--- src/shared/csd_defines.vh ---
// register map, field layout and reset values of the codec slot dma channel
`ifndef CSD_DEFINES_VH
`define CSD_DEFINES_VH

// register indices, byte address is four times the index
`define CSD_IDX_CTRL 16'hfff7
`define CSD_IDX_SSH 16'hfff8
`define CSD_IDX_SSL 16'hfff9
`define CSD_IDX_STAT 16'hfff0

// reset values
`define CSD_RST_CTRL 8'h00
`define CSD_RST_SSH 8'h00
`define CSD_RST_SSL 8'h00

// control register fields
`define CSD_CTRL_EN 7
`define CSD_CTRL_WRAP 6
`define CSD_CTRL_RSV_MASK 8'hcf
`define CSD_CTRL_DIR 3
`define CSD_CTRL_EP_HI 2
`define CSD_CTRL_EP_LO 0

// slot select high register fields
`define CSD_SSH_BPS_HI 7
`define CSD_SSH_BPS_LO 6
`define CSD_SSH_SLOT_HI 5
`define CSD_SSH_SLOT_LO 0

// status register fields
`define CSD_STAT_BUSY 7
`define CSD_STAT_OVR 6
`define CSD_STAT_SLOT_HI 3
`define CSD_STAT_SLOT_LO 0

// slot geometry
`define CSD_NUM_SLOTS 14
`define CSD_LAST_SLOT 4'hd

// axi responses
`define CSD_RESP_OKAY 2'b00
`define CSD_RESP_SLVERR 2'b10

`endif
--- src/core/csd_dma_channel.v ---
// codec slot dma channel: registers over axi4-lite and the byte mover
// How it works
// - three registers per channel, consecutive ascending, plus status
// - move data only for selected slots
// - fourteen slot bits across low/high register
// - high bits 7:6 give one to four bytes
// - control bit 3 picks IN or OUT
// - control bit 7 enables the channel
// - bit 6 enables wrap, channel and manager
// - control bits 2:0 select endpoint
// - control bits 5:4 read zero
`timescale 1ns/1ns
`include "csd_defines.vh"

module csd_dma_channel (
  // clock and reset
  input wire mclk_i,
  input wire rst_n_i,
  // axi4-lite write address
  input wire [31:0] s_axi_awaddr_i,
  input wire s_axi_awvalid_i,
  output reg s_axi_awready_o,
  // axi4-lite write data
  input wire [31:0] s_axi_wdata_i,
  input wire [3:0] s_axi_wstrb_i,
  input wire s_axi_wvalid_i,
  output reg s_axi_wready_o,
  // axi4-lite write response
  output reg [1:0] s_axi_bresp_o,
  output reg s_axi_bvalid_o,
  input wire s_axi_bready_i,
  // axi4-lite read address
  input wire [31:0] s_axi_araddr_i,
  input wire s_axi_arvalid_i,
  output reg s_axi_arready_o,
  // axi4-lite read data
  output reg [31:0] s_axi_rdata_o,
  output reg [1:0] s_axi_rresp_o,
  output reg s_axi_rvalid_o,
  input wire s_axi_rready_i,
  // codec port frame timing
  input wire cpi_frame_start_i,
  input wire cpi_slot_tick_i,
  // codec port data registers
  input wire [31:0] cpi_rx_word_i,
  output reg [31:0] cpi_tx_word_o,
  output reg [3:0] cpi_tx_slot_o,
  output reg cpi_tx_we_o,
  // usb buffer manager byte port
  output reg ubm_req_o,
  input wire ubm_ack_i,
  output reg [7:0] ubm_wdata_o,
  input wire [7:0] ubm_rdata_i,
  output reg [7:0] ubm_offset_o,
  // usb buffer manager configuration
  output reg [2:0] ubm_endpoint_select_o,
  output reg ubm_endpoint_direction_o,
  output reg ubm_wrap_buffer_enable_o
);

  localparam ST_IDLE = 1'b0;
  localparam ST_XFER = 1'b1;

  // registers
  reg [7:0] ctrl_q;
  reg [7:0] ssh_q;
  reg [7:0] ssl_q;
  reg ovr_q;

  // axi state
  reg [31:0] awaddr_q;
  reg [31:0] wdata_q;
  reg [3:0] wstrb_q;

  // mover state
  reg state_q;
  reg [1:0] cnt_q;
  reg [31:0] word_q;
  reg [3:0] slot_q;

  // decoded fields
  wire channel_enable;
  wire wrap_buffer_enable;
  wire endpoint_direction;
  wire [2:0] endpoint_select;
  wire [1:0] bytes_per_slot;
  wire [13:0] slot_select_bits;
  wire hit;
  wire [3:0] hit_slot;

  assign channel_enable = ctrl_q[`CSD_CTRL_EN];
  assign wrap_buffer_enable = ctrl_q[`CSD_CTRL_WRAP];
  assign endpoint_direction = ctrl_q[`CSD_CTRL_DIR];
  assign endpoint_select = ctrl_q[`CSD_CTRL_EP_HI:`CSD_CTRL_EP_LO];
  assign bytes_per_slot = ssh_q[`CSD_SSH_BPS_HI:`CSD_SSH_BPS_LO];
  assign slot_select_bits = {ssh_q[`CSD_SSH_SLOT_HI:`CSD_SSH_SLOT_LO], ssl_q};

  // slot sequencing
  csd_slot_seq u_seq (
    .mclk_i(mclk_i),
    .rst_n_i(rst_n_i),
    .frame_start_i(cpi_frame_start_i),
    .slot_tick_i(cpi_slot_tick_i),
    .enable_i(channel_enable),
    .slot_sel_i(slot_select_bits),
    .hit_o(hit),
    .hit_slot_o(hit_slot)
  );

  // write decode
  wire wr_go;
  wire wr_ctrl;
  wire wr_ssh;
  wire wr_ssl;
  wire wr_stat;
  wire wr_hit;

  assign wr_go = ~s_axi_awready_o & ~s_axi_wready_o & ~s_axi_bvalid_o;
  assign wr_ctrl = awaddr_q[31:2] == {14'h0000, `CSD_IDX_CTRL};
  assign wr_ssh = awaddr_q[31:2] == {14'h0000, `CSD_IDX_SSH};
  assign wr_ssl = awaddr_q[31:2] == {14'h0000, `CSD_IDX_SSL};
  assign wr_stat = awaddr_q[31:2] == {14'h0000, `CSD_IDX_STAT};
  assign wr_hit = wr_ctrl | wr_ssh | wr_ssl | wr_stat;

  // read decode
  reg [7:0] rd_byte;
  reg rd_hit;

  always @* begin
    rd_byte = 8'h00;
    rd_hit = 1'b1;
    case (s_axi_araddr_i[31:2])
      {14'h0000, `CSD_IDX_CTRL}: begin
        rd_byte = ctrl_q & `CSD_CTRL_RSV_MASK;
      end
      {14'h0000, `CSD_IDX_SSH}: begin
        rd_byte = ssh_q;
      end
      {14'h0000, `CSD_IDX_SSL}: begin
        rd_byte = ssl_q;
      end
      {14'h0000, `CSD_IDX_STAT}: begin
        rd_byte = {state_q, ovr_q, 2'b00, slot_q};
      end
      default: begin
        rd_hit = 1'b0;
      end
    endcase
  end

  // axi write channels
  always @(posedge mclk_i or negedge rst_n_i) begin
    if (!rst_n_i) begin
      s_axi_awready_o <= 1'b1;
      s_axi_wready_o <= 1'b1;
      s_axi_bvalid_o <= 1'b0;
      s_axi_bresp_o <= `CSD_RESP_OKAY;
      awaddr_q <= 32'h00000000;
      wdata_q <= 32'h00000000;
      wstrb_q <= 4'h0;
    end else begin
      if (s_axi_awvalid_i && s_axi_awready_o) begin
        awaddr_q <= s_axi_awaddr_i;
        s_axi_awready_o <= 1'b0;
      end
      if (s_axi_wvalid_i && s_axi_wready_o) begin
        wdata_q <= s_axi_wdata_i;
        wstrb_q <= s_axi_wstrb_i;
        s_axi_wready_o <= 1'b0;
      end
      if (wr_go) begin
        s_axi_bvalid_o <= 1'b1;
        s_axi_bresp_o <= wr_hit ? `CSD_RESP_OKAY : `CSD_RESP_SLVERR;
      end
      if (s_axi_bvalid_o && s_axi_bready_i) begin
        s_axi_bvalid_o <= 1'b0;
        s_axi_awready_o <= 1'b1;
        s_axi_wready_o <= 1'b1;
      end
    end
  end

  // axi read channels
  always @(posedge mclk_i or negedge rst_n_i) begin
    if (!rst_n_i) begin
      s_axi_arready_o <= 1'b1;
      s_axi_rvalid_o <= 1'b0;
      s_axi_rdata_o <= 32'h00000000;
      s_axi_rresp_o <= `CSD_RESP_OKAY;
    end else begin
      if (s_axi_arvalid_i && s_axi_arready_o) begin
        s_axi_arready_o <= 1'b0;
        s_axi_rvalid_o <= 1'b1;
        s_axi_rdata_o <= {24'h000000, rd_byte};
        s_axi_rresp_o <= rd_hit ? `CSD_RESP_OKAY : `CSD_RESP_SLVERR;
      end else if (s_axi_rvalid_o && s_axi_rready_i) begin
        s_axi_rvalid_o <= 1'b0;
        s_axi_arready_o <= 1'b1;
      end
    end
  end

  // register file
  always @(posedge mclk_i or negedge rst_n_i) begin
    if (!rst_n_i) begin
      ctrl_q <= `CSD_RST_CTRL;
      ssh_q <= `CSD_RST_SSH;
      ssl_q <= `CSD_RST_SSL;
    end else if (wr_go && wstrb_q[0]) begin
      if (wr_ctrl) begin
        ctrl_q <= wdata_q[7:0] & `CSD_CTRL_RSV_MASK;
      end
      if (wr_ssh) begin
        ssh_q <= wdata_q[7:0];
      end
      if (wr_ssl) begin
        ssl_q <= wdata_q[7:0];
      end
    end
  end

  // configuration towards the buffer manager
  always @(posedge mclk_i or negedge rst_n_i) begin
    if (!rst_n_i) begin
      ubm_endpoint_select_o <= 3'h0;
      ubm_endpoint_direction_o <= 1'b0;
      ubm_wrap_buffer_enable_o <= 1'b0;
    end else begin
      ubm_endpoint_select_o <= endpoint_select;
      ubm_endpoint_direction_o <= endpoint_direction;
      ubm_wrap_buffer_enable_o <= wrap_buffer_enable;
    end
  end

  // byte mover next values
  wire last_byte;
  wire ack_take;
  reg [31:0] tx_next;

  assign last_byte = cnt_q == bytes_per_slot;
  assign ack_take = (state_q == ST_XFER) && ubm_ack_i && channel_enable;

  always @* begin
    tx_next = word_q;
    tx_next[cnt_q*8 +: 8] = ubm_rdata_i;
  end

  // byte mover
  always @(posedge mclk_i or negedge rst_n_i) begin
    if (!rst_n_i) begin
      state_q <= ST_IDLE;
      cnt_q <= 2'h0;
      word_q <= 32'h00000000;
      slot_q <= 4'h0;
      ovr_q <= 1'b0;
      ubm_req_o <= 1'b0;
      ubm_wdata_o <= 8'h00;
      ubm_offset_o <= 8'h00;
      cpi_tx_word_o <= 32'h00000000;
      cpi_tx_slot_o <= 4'h0;
      cpi_tx_we_o <= 1'b0;
    end else begin
      cpi_tx_we_o <= 1'b0;
      if (wr_go && wr_stat && wstrb_q[0] && wdata_q[`CSD_STAT_OVR] && !(hit && state_q == ST_XFER)) begin
        ovr_q <= 1'b0;
      end
      if (cpi_frame_start_i && !wrap_buffer_enable) begin
        ubm_offset_o <= 8'h00;
      end
      case (state_q)
        ST_IDLE: begin
          if (hit && channel_enable) begin
            state_q <= ST_XFER;
            cnt_q <= 2'h0;
            slot_q <= hit_slot;
            word_q <= cpi_rx_word_i;
            ubm_wdata_o <= cpi_rx_word_i[7:0];
            ubm_req_o <= 1'b1;
          end
        end
        ST_XFER: begin
          if (!channel_enable) begin
            state_q <= ST_IDLE;
            ubm_req_o <= 1'b0;
            if (ubm_ack_i) begin
              ubm_offset_o <= ubm_offset_o + 8'h01;
            end
          end else begin
            if (hit) begin
              ovr_q <= 1'b1;
            end
            if (ack_take) begin
              ubm_offset_o <= ubm_offset_o + 8'h01;
              if (!endpoint_direction) begin
                word_q <= tx_next;
              end
              if (last_byte) begin
                state_q <= ST_IDLE;
                ubm_req_o <= 1'b0;
                if (!endpoint_direction) begin
                  cpi_tx_word_o <= tx_next;
                  cpi_tx_slot_o <= slot_q;
                  cpi_tx_we_o <= 1'b1;
                end
              end else begin
                cnt_q <= cnt_q + 2'h1;
                ubm_wdata_o <= word_q[(cnt_q + 2'h1)*8 +: 8];
              end
            end
          end
        end
        default: begin
          state_q <= ST_IDLE;
          ubm_req_o <= 1'b0;
        end
      endcase
    end
  end

endmodule // csd_dma_channel

--- src/core/csd_slot_seq.v ---
// codec slot sequencer: tracks slot number and flags selected slots
`timescale 1ns/1ns
`include "csd_defines.vh"

module csd_slot_seq (
  // clock and reset
  input wire mclk_i,
  input wire rst_n_i,
  // codec frame timing
  input wire frame_start_i,
  input wire slot_tick_i,
  // configuration
  input wire enable_i,
  input wire [13:0] slot_sel_i,
  // selected slot event
  output reg hit_o,
  output reg [3:0] hit_slot_o
);

  reg [3:0] slot_q;
  reg past_q;
  reg [3:0] slot_d;
  reg past_d;
  reg sel_d;

  // slot number counts upward from the frame start
  always @* begin
    slot_d = slot_q;
    past_d = past_q;
    if (frame_start_i) begin
      slot_d = 4'h0;
      past_d = 1'b0;
    end else if (slot_tick_i) begin
      if (slot_q == `CSD_LAST_SLOT) begin
        past_d = 1'b1;
      end else begin
        slot_d = slot_q + 4'h1;
      end
    end
    sel_d = (frame_start_i | (slot_tick_i & ~past_d)) & slot_sel_i[slot_d] & enable_i;
  end

  always @(posedge mclk_i or negedge rst_n_i) begin
    if (!rst_n_i) begin
      slot_q <= 4'h0;
      past_q <= 1'b1;
      hit_o <= 1'b0;
      hit_slot_o <= 4'h0;
    end else begin
      slot_q <= slot_d;
      past_q <= past_d;
      hit_o <= sel_d;
      hit_slot_o <= slot_d;
    end
  end

endmodule // csd_slot_seq

--- config.mk ---
export PLATFORM = sky130hd
export DESIGN_NAME = csd_dma_channel
export DESIGN_NICKNAME = d
export VERILOG_FILES = /design/src/core/csd_dma_channel.v /design/src/core/csd_slot_seq.v
export VERILOG_INCLUDE_DIRS = /design/src /design/src/shared
export SDC_FILE = /design/constraint.sdc
export NUM_CORES = 1
export LEC_CHECK = 0
export BUFFER_PORTS_ARGS = -buffer_cell sky130_fd_sc_hd__buf_2
export CORE_MARGIN = 10
export CORE_UTILIZATION = 57
export DETAILED_ROUTE_END_ITERATION = 8
export PLACE_DENSITY = 0.86
export REMOVE_ABC_BUFFERS = 1
export SYNTH_ARGS = -nofsm -noshare
export SYNTH_HDL_FRONTEND = slang
export SYNTH_HIERARCHICAL = 1
export SYNTH_SLANG_ARGS = --single-unit
--- constraint.sdc ---
create_clock -name mclk_i -period 7.7 [get_ports mclk_i]
set_input_delay 1.54 -clock mclk_i [delete_from_list [all_inputs] [get_ports mclk_i]]
set_output_delay 1.54 -clock mclk_i [all_outputs]
set_load 0.02 [all_outputs]
==> results of run 1 <==
==> routing by layer <==
| layer | share of wire, % | up-vias | wire length (µm) | track usage (%) |
|---|---|---|---|---|
| li1 | - | 3302 | - | - |
| met1 | 41 | 3510 | 9670 | 27.6 |
| met2 | 49 | 328 | 11700 | 35.2 |
| met3 | 7.3 | 52 | 1730 | 4.89 |
| met4 | 2.6 | 2 | 616 | 9.10 |
| met5 | 0.030 | - | 7 | 0 |
==> sequential cells by signal, indices dropped and copies added, names as in the netlist, 2 cells and up <==
signal	cells
cnt_q	2
ubm_endpoint_select_o	3
s_axi_rdata_o	8
word_q	32
u_seq/slot_q	4
ubm_wdata_o	8
cpi_tx_word_o	32
ssl_q	8
ubm_offset_o	8
slot_q	4
ssh_q	8
awaddr_q	30
cpi_tx_slot_o	4
ctrl_q	6
wdata_q	8
==> Yosys cell counts (4+ instances only) <==
master	number	share of area, %
nand4_1	9	0.64
a2bb2oi_1	8	0.79
a22oi_1	34	2.9
and3_1	4	0.28
dfstp_2	4	1.2
ha_1	8	1.1
mux2_2	68	8.7
a31oi_1	30	2.1
buf_2	11	0.62
nor4b_1	4	0.40
buf_4	26	2.2
dfrtp_1	177	50
nor2_1	46	2.0
nand2_1	49	2.1
o21ai_0	65	3.7
inv_1	13	0.55
nand3_1	17	0.96
nor4_1	5	0.35
a21oi_1	76	4.3
o2bb2ai_1	8	0.79
nor2b_1	37	2.6
and4b_1	4	0.45
mux2i_1	24	2.7
clkbuf_1	41	1.7
==> kinds of logic after synthesis <==
family,after synthesis,synth area share (%)
other,1,0.0425
AO/OA/AOI/OAI,244,17.0
buffers and inverters,94,5.32
AND/OR/NAND/NOR,207,13.3
XOR/XNOR,4,0.397
multiplexers,92,11.4
flip-flops,181,51.4
adder cells (fa/ha/maj),8,1.13
==> metrics by stage <==
| stage | instance area (µm²) | worst slack [ps] | instances | total power [W] | util, % |
|---|---|---|---|---|---|
| 3_5_place_dp | 9790 | 4370 | 1165 | 0.00153 | 64.4 |
| 5_1_grt | 10400 | 4560 | 1198 | 0.00244 | 68.1 |
| 2_1_floorplan | 8510 | 2710 | 777 | 0.00138 | - |
| 3_3_place_gp | 9790 | 4380 | 1165 | 0.00151 | 64.4 |
| 4_1_cts | 10400 | 4730 | 1197 | 0.00235 | 68.1 |
| 6_report | 10400 | 4660 | 1199 | 0.00234 | 68.1 |
==> power breakdown <==
group	internal (W)	switching (W)
combinational	0.000167	0.000168
sequential	0.00108	0.0000987
clock	0.000463	0.000369
==> cell type report <==
type / count / area (µm²)
Clock inverter: 11 / 100
Antenna cell: 2 / 5.00
Tap cell: 188 / 235
Clock buffer: 21 / 460
Timing Repair Buffer: 200 / 1030
Multi-Input combinational cell: 581 / 3940
Fill cell: 1101 / 4840
Inverter: 15 / 61.3
Sequential cell: 181 / 4530
==> worst max-delay path by stage <==
stage / start / to / slack, ps
after floorplan: ubm_ack_i / cpi_tx_slot_o[0] / 2710
after global placement: ubm_ack_i / word_q[16] / 4380
after detailed placement: ubm_ack_i / word_q[16] / 4370
after CTS: ubm_ack_i / word_q[27] / 4730
after global routing: ubm_ack_i / word_q[27] / 4560
final: ubm_ack_i / word_q[27] / 4660
==> placed cells by master, fill, tap and decap left out, types with 9 or more instances in the layout <==
| cell | Yosys | routed |
|---|---|---|
| a21oi_1 | 76 | 76 |
| a22oi_1 | 34 | 34 |
| a31oi_1 | 30 | 30 |
| buf_2 | 11 | 191 |
| clkbuf_16 | 0 | 17 |
| conb_1 | 1 | 26 |
| dfrtp_1 | 177 | 177 |
| inv_1 | 13 | 13 |
| mux2_2 | 68 | 68 |
| mux2i_1 | 24 | 24 |
| nand2_1 | 49 | 49 |
| nand3_1 | 17 | 17 |
| nand4_1 | 9 | 9 |
| nor2_1 | 46 | 46 |
| nor2b_1 | 37 | 37 |
| o21ai_0 | 65 | 65 |
==> qor.yml, run 1 <==
yosys:
  synth-edff-count: 0
  ys_ff_latch: 181
  async_flop_share_pct: 100
  synthCells: 831
  synth_area_um2: 8820
  yosysUniqueCellTypes: 70
  synth_seq_area_share_pct: 51.4
  synth-main-ff-cell: "dfrtp_1"
  yosysWarnings: 6
  avgSynthCellArea_um2: 10.6
die:
  io_pins: 250
  dieArea_um2: 20900
  core_area_um2: 15200
  die-height_um: 144
  initial_utilization_pct: 58.0
  die_x_um: 144
  rows: 45
worst_setup_path:
  path_cells: "buf_2, and3b_1, o21a_1, a31oi_1, o21ai_0"
  critPathTopFamily: "compound AO/OA/AOI/OAI gates"
  cp_num_buf_inv: 1
  worst_path_max_delay_cell: "o21a_1"
  r2r_cells: 7
  arrival_ps: 3390
  required_ps: 8050
  worstReg2RegStart: "cnt_q[1]"
  path_class: "in -> reg"
  cp-end-kind: "flop"
  r2r-end: "word_q[20]"
  critical_path_depth: 5
  cpPeakStageDelay_ps: 930
  reg2reg_slack_ps: 4850
  crit_fanout: 29
  critical_path.startpoint_type: "input port"
sta:
  fin_worst_skew_ps: 11.1
  slew_violations: 0
  fin_crit_sh_pct: 39.5
  rsz0062_at_grt: "no"
  finalSetupViolations: 0
  finalHoldViolations: 0
  worst_pin_slew_ps: 1210
  max_slew_margin_pct: 19.0
  tns_ps: 0
  clock.fmax_ghz: 0.329
  holdWs_ps: 428
  period_minus_slack_ps: 3040
drt:
  wl_per_cell_um: 19.8
  routed-via-count: 7194
  vias_per_cell: 6.00
  dr.pass1.iters: 5
  drt_iter0_drc: 693
  totalWireLength_um: 23700
  drc: 0
  drtAntennaViolNets: 0
place:
  port_buffers: 192
  dpl.hpwl_um: 16700
  place.gp.congestion: 0.916
global_routing:
  grt_pass1_wl_um: 35900
  grt_overflow_total: 0
  grt_pass1_vias: 6993
  antenna_found_initial: 2
  grt_usage_pct: 21.8
  grt_max_degree: 71
cts:
  clk_latency_ps: 440
  path_clk_slew_ps: 60
  cts_made_buffers: 17
  cts_resized: 0
  cts_setup_buffers: 0
  htreeDepth: 4
  cts_max_path_buffers: 2
  holdBufCountCts: 0
  ctsRootBufferMaster: "clkbuf_16"
  cts_tree: "built"
  cts.sink_count: 181
finish:
  synthToLayoutAreaGrowth_pct: 17.4
  final_nets: 1154
  drive_gt1_share_pct: 32.0
flow_run:
  drv_cap: 0
hold_path:
  worstHoldStart: "ctrl_q[2]"
  hp-class: "reg -> reg"
  min_path_cells: 0
  min_to: "ubm_endpoint_select_o[2]"
power:
  p_leak_nw: 4.94
  pwr_density_cell_nw_per_um2: 226
  peakVddDrop_mv: 0.147
outcome:
  outcome: "complete, no violations"
(Power assumes the default switching activity.)
==> run 2, diff against run 1 <==
Settings changed: ABC_AREA set to 1, CORE_UTILIZATION 57 to 48, PLACE_DENSITY 0.86 to 0.77.
Clock period 7.7 ns to 2.6 ns, I/O delays scaled along.
==> run 2 against run 1 <==
  * Power increased to 3.0 times the previous value
  * Wire length up 6.8%
  * Clock skew is 0.67 ps lower
  * Combinational power grew to 3.2 times the previous value
  * Synthesized cell count increased by 35%
  * Sequential power grew to 2.9 times the previous value
  * Critical endpoint is now word_q[5]
  * Worst setup slack got worse by 4200 ps
==> qor.yml, run 2 <==
yosys:
  yosys.area.top_type_share_pct: 48.7  # -1.5 points
  synth_area_um2: 9100  # +3.2%
  yosys.area.top_type: "dfrtp_1"
  synth_top_family_by_area: "simple AND/OR/NAND/NOR gates"
  async_flop_share_pct: 100  # unchanged
  synth_adder_area_share_pct: 1.10  # -0.035 points
  yosysUniqueCellTypes: 39  # -44%
  synth_compound_gate_area_share_pct: 13.9  # -3.1 points
  synth-edff-count: 0  # unchanged
  synth_seq_area_share_pct: 49.8  # -1.6 points
  yosysWarnings: 6  # unchanged
  ys_top_cells_by_count: "248 x nand2_1, 177 x dfrtp_1, 151 x inv_1"
  yosys.area_share.simple_pct: 21.5  # +8.2 points
  synth_most_common_cell: "nand2_1"
  avgSynthCellArea_um2: 8.09  # -24%
  synth_mux_area_share_pct: 2.47  # -8.9 points
  synthCells: 1125  # +35%
  synth_xor_xnor_area_share_pct: 0.289  # -0.11 points
  ys_ff_latch: 181  # unchanged
  synth-main-ff-cell: "dfrtp_1"
  synthTopCellsByArea: "dfrtp_1 49%, nand2_1 10%, inv_1 6.2%, o21ai_0 5.8%, nor2_1 5.4%"
cts:
  ctsRootBufferMaster: "clkbuf_16"
  cts_tree: "built"
  cts.sink_count: 181  # unchanged
  cts_made_buffers: 17  # unchanged
  cts_resized: 0  # unchanged
  holdBufCountCts: 0  # unchanged
  cts_max_path_buffers: 2  # unchanged
  path_clk_slew_ps: 70  # about the same
  htreeDepth: 4  # unchanged
  clk_latency_ps: 440  # about the same
  cts_setup_buffers: 0  # unchanged
worst_setup_path:
  cp-end-kind: "flop"
  path_class: "reg -> reg"
  reg2reg_slack_ps: 440  # -4410 ps
  required_ps: 2950  # -5100 ps
  crit_fanout: 8  # -72%
  arrival_ps: 2510  # -880 ps
  critical_path.startpoint_type: "flop"
sta:
  finalSetupViolations: 0  # unchanged
  finalHoldViolations: 0  # unchanged
  worst_pin_slew_ps: 991  # -221 ps
  rsz0062_at_grt: "no"
  fin_crit_sh_pct: 83.1
  period_minus_slack_ps: 2160
  slew_violations: 0  # unchanged
  clock.fmax_ghz: 0.463
  fin_worst_skew_ps: 10.5  # -0.668 ps
  max_slew_margin_pct: 33.8  # +15 points
die:
  initial_utilization_pct: 48.6  # -9.4 points
  die_x_um: 158  # +9.2%
  core_area_um2: 18700  # +23%
  die-height_um: 158  # +9.2%
  rows: 50  # +11%
  dieArea_um2: 24900  # +19%
  io_pins: 250  # unchanged
finish:
  antenna_cells: 0  # -2
  reg.largest.list: "cpi_tx_word_o: 32 flops, word_q: 32 flops, awaddr_q: 30 flops"
  final_util_pct: 57.9  # -10 points
  mostFrequentLayoutCells: "248 x nand2_1, 191 x buf_2, 176 x dfrtp_1"
  finalInstanceArea_um2: 10800  # +4.6%
  final_nets: 1477  # +28%
  final_common_cell: "nand2_1"
  synthToLayoutAreaGrowth_pct: 19.1
  drive_gt1_share_pct: 22.5  # -9.5 points
power:
  pwr_density_cell_nw_per_um2: 651  # +190%
  p_seq_share_pct: 48.4  # -1.8 points
  p_comb_share_pct: 15.2  # +0.9 points
  finalPower_w: 0.00705  # +200%
  power.share.clock_pct: 36.4  # +0.9 points
  p_int_w: 0.00500  # +190%
  p_sw_share_pct: 29.1  # +2.0 points
  peakVddDrop_mv: 0.480  # +230%
  p_leak_nw: 5.73  # +16%
  power.switching_w: 0.00206  # +220%
drt:
  drc: 0  # unchanged
  dr.pass1.iters: 5  # unchanged
  drtAntennaViolNets: 0  # unchanged
  vias_per_cell: 5.14  # -14%
  drt_iter0_drc: 523  # -25%
  totalWireLength_um: 25300  # +6.8%
  routed-via-count: 8053  # +12%
  wl_per_cell_um: 16.2  # -18%
place:
  dpl.hpwl_um: 18700  # +12%
  port_buffers: 192  # unchanged
  postPlaceCellArea_um2: 10300  # +4.7%
  place.gp.congestion: 0.906  # -1.0%
global_routing:
  grt_usage_pct: 20.5  # -1.3 points
  grt_pass1_wl_um: 40600  # +13%
  grt_max_degree: 65  # -8.5%
  antenna_found_initial: 1  # -1
  grt_pass1_vias: 8012  # +15%
  grt_overflow_total: 0  # unchanged
flow_run:
  drv_cap: 0  # unchanged
outcome:
  outcome: "complete, no violations"
hold_path:
  hp-class: "in -> async"
## run 2: cell count changes after synthesis, moves of 35 or more
cell | before | now
a21oi_1 | 76 | 35
nand3_1 | 17 | 52
nor2b_1 | 37 | 0
inv_1 | 13 | 151
nor2_1 | 46 | 132
mux2_2 | 68 | 20
o21ai_0 | 65 | 105
nand2_1 | 49 | 248
## run 2: through the flow
| stage | setup TNS, ps | setup WS, ps | hold slack [ps] | cells |
|---|---|---|---|---|
| 6_report | 0 | 440 | 35.6 | 1566 |
| 5_1_grt | 0 | 231 | 63.6 | 1566 |
| 4_1_cts | 0 | 463 | 58.2 | 1566 |
| 3_5_place_dp | 0 | 435 | 392 | 1534 |
| 3_3_place_gp | 0 | 479 | 385 | 1534 |
| 2_1_floorplan | -5610 | -166 | 224 | 1085 |
## run 2: routing by layer
layer	share of wire [%]	vias to the layer above	global-route usage (%)
met1	43	3725	25.9
li1	-	3945	-
met3	8.6	41	6.16
met5	0.028	-	0
met4	2.2	2	7.44
met2	47	340	32.4
## run 2: power groups by stage
stage	clock network (W)	registers, W	logic (W)
floorplan	0	0.00347	0.000643
global placement	0	0.00344	0.00104
detailed placement	0	0.00347	0.00108
CTS	0.00262	0.00341	0.00108
global route	0.00273	0.00346	0.00122
finish	0.00256	0.00342	0.00107
## run 2: final timing paths
kind / from / to / depth (start not counted)
worst max-delay path: cnt_q[0] / word_q[5] / 7
worst min-delay path: rst_n_i / word_q[15] / 1
worst max register to register: cnt_q[0] / word_q[5] / 7
worst min register to register: ctrl_q[0] / ubm_endpoint_select_o[0] / 0
max in group asynchronous: rst_n_i / s_axi_wready_o / 2
min in group mclk_i: s_axi_wvalid_i / s_axi_wready_o / 2
## run 2: final cells by class
class | count | area, µm²
Fill cell | 1729 | 7870
Sequential cell | 181 | 4540
Multi-Input combinational cell | 745 | 3660
Timing Repair Buffer | 215 | 1160
Inverter | 159 | 597
Clock buffer | 18 | 439
Tap cell | 234 | 293
Clock inverter | 14 | 144
## run 2: kinds of logic after synthesis
| logic type | count (synthesis) |
|---|---|
| other | 1 |
| flip-flops | 181 |
| AND/OR/NAND/NOR | 469 |
| adder cells (fa/ha/maj) | 8 |
| multiplexers | 20 |
| AO/OA/AOI/OAI | 219 |
| buffers and inverters | 224 |
| XOR/XNOR | 3 |
## run 2: critical path: stages, from the launching register on
cell	delay, ps
dfrtp_1	500
clkinv_1	190
ha_1	370
inv_1	110
nand4_1	340
o22ai_1	330
nand2_1	90
a31oi_1	140
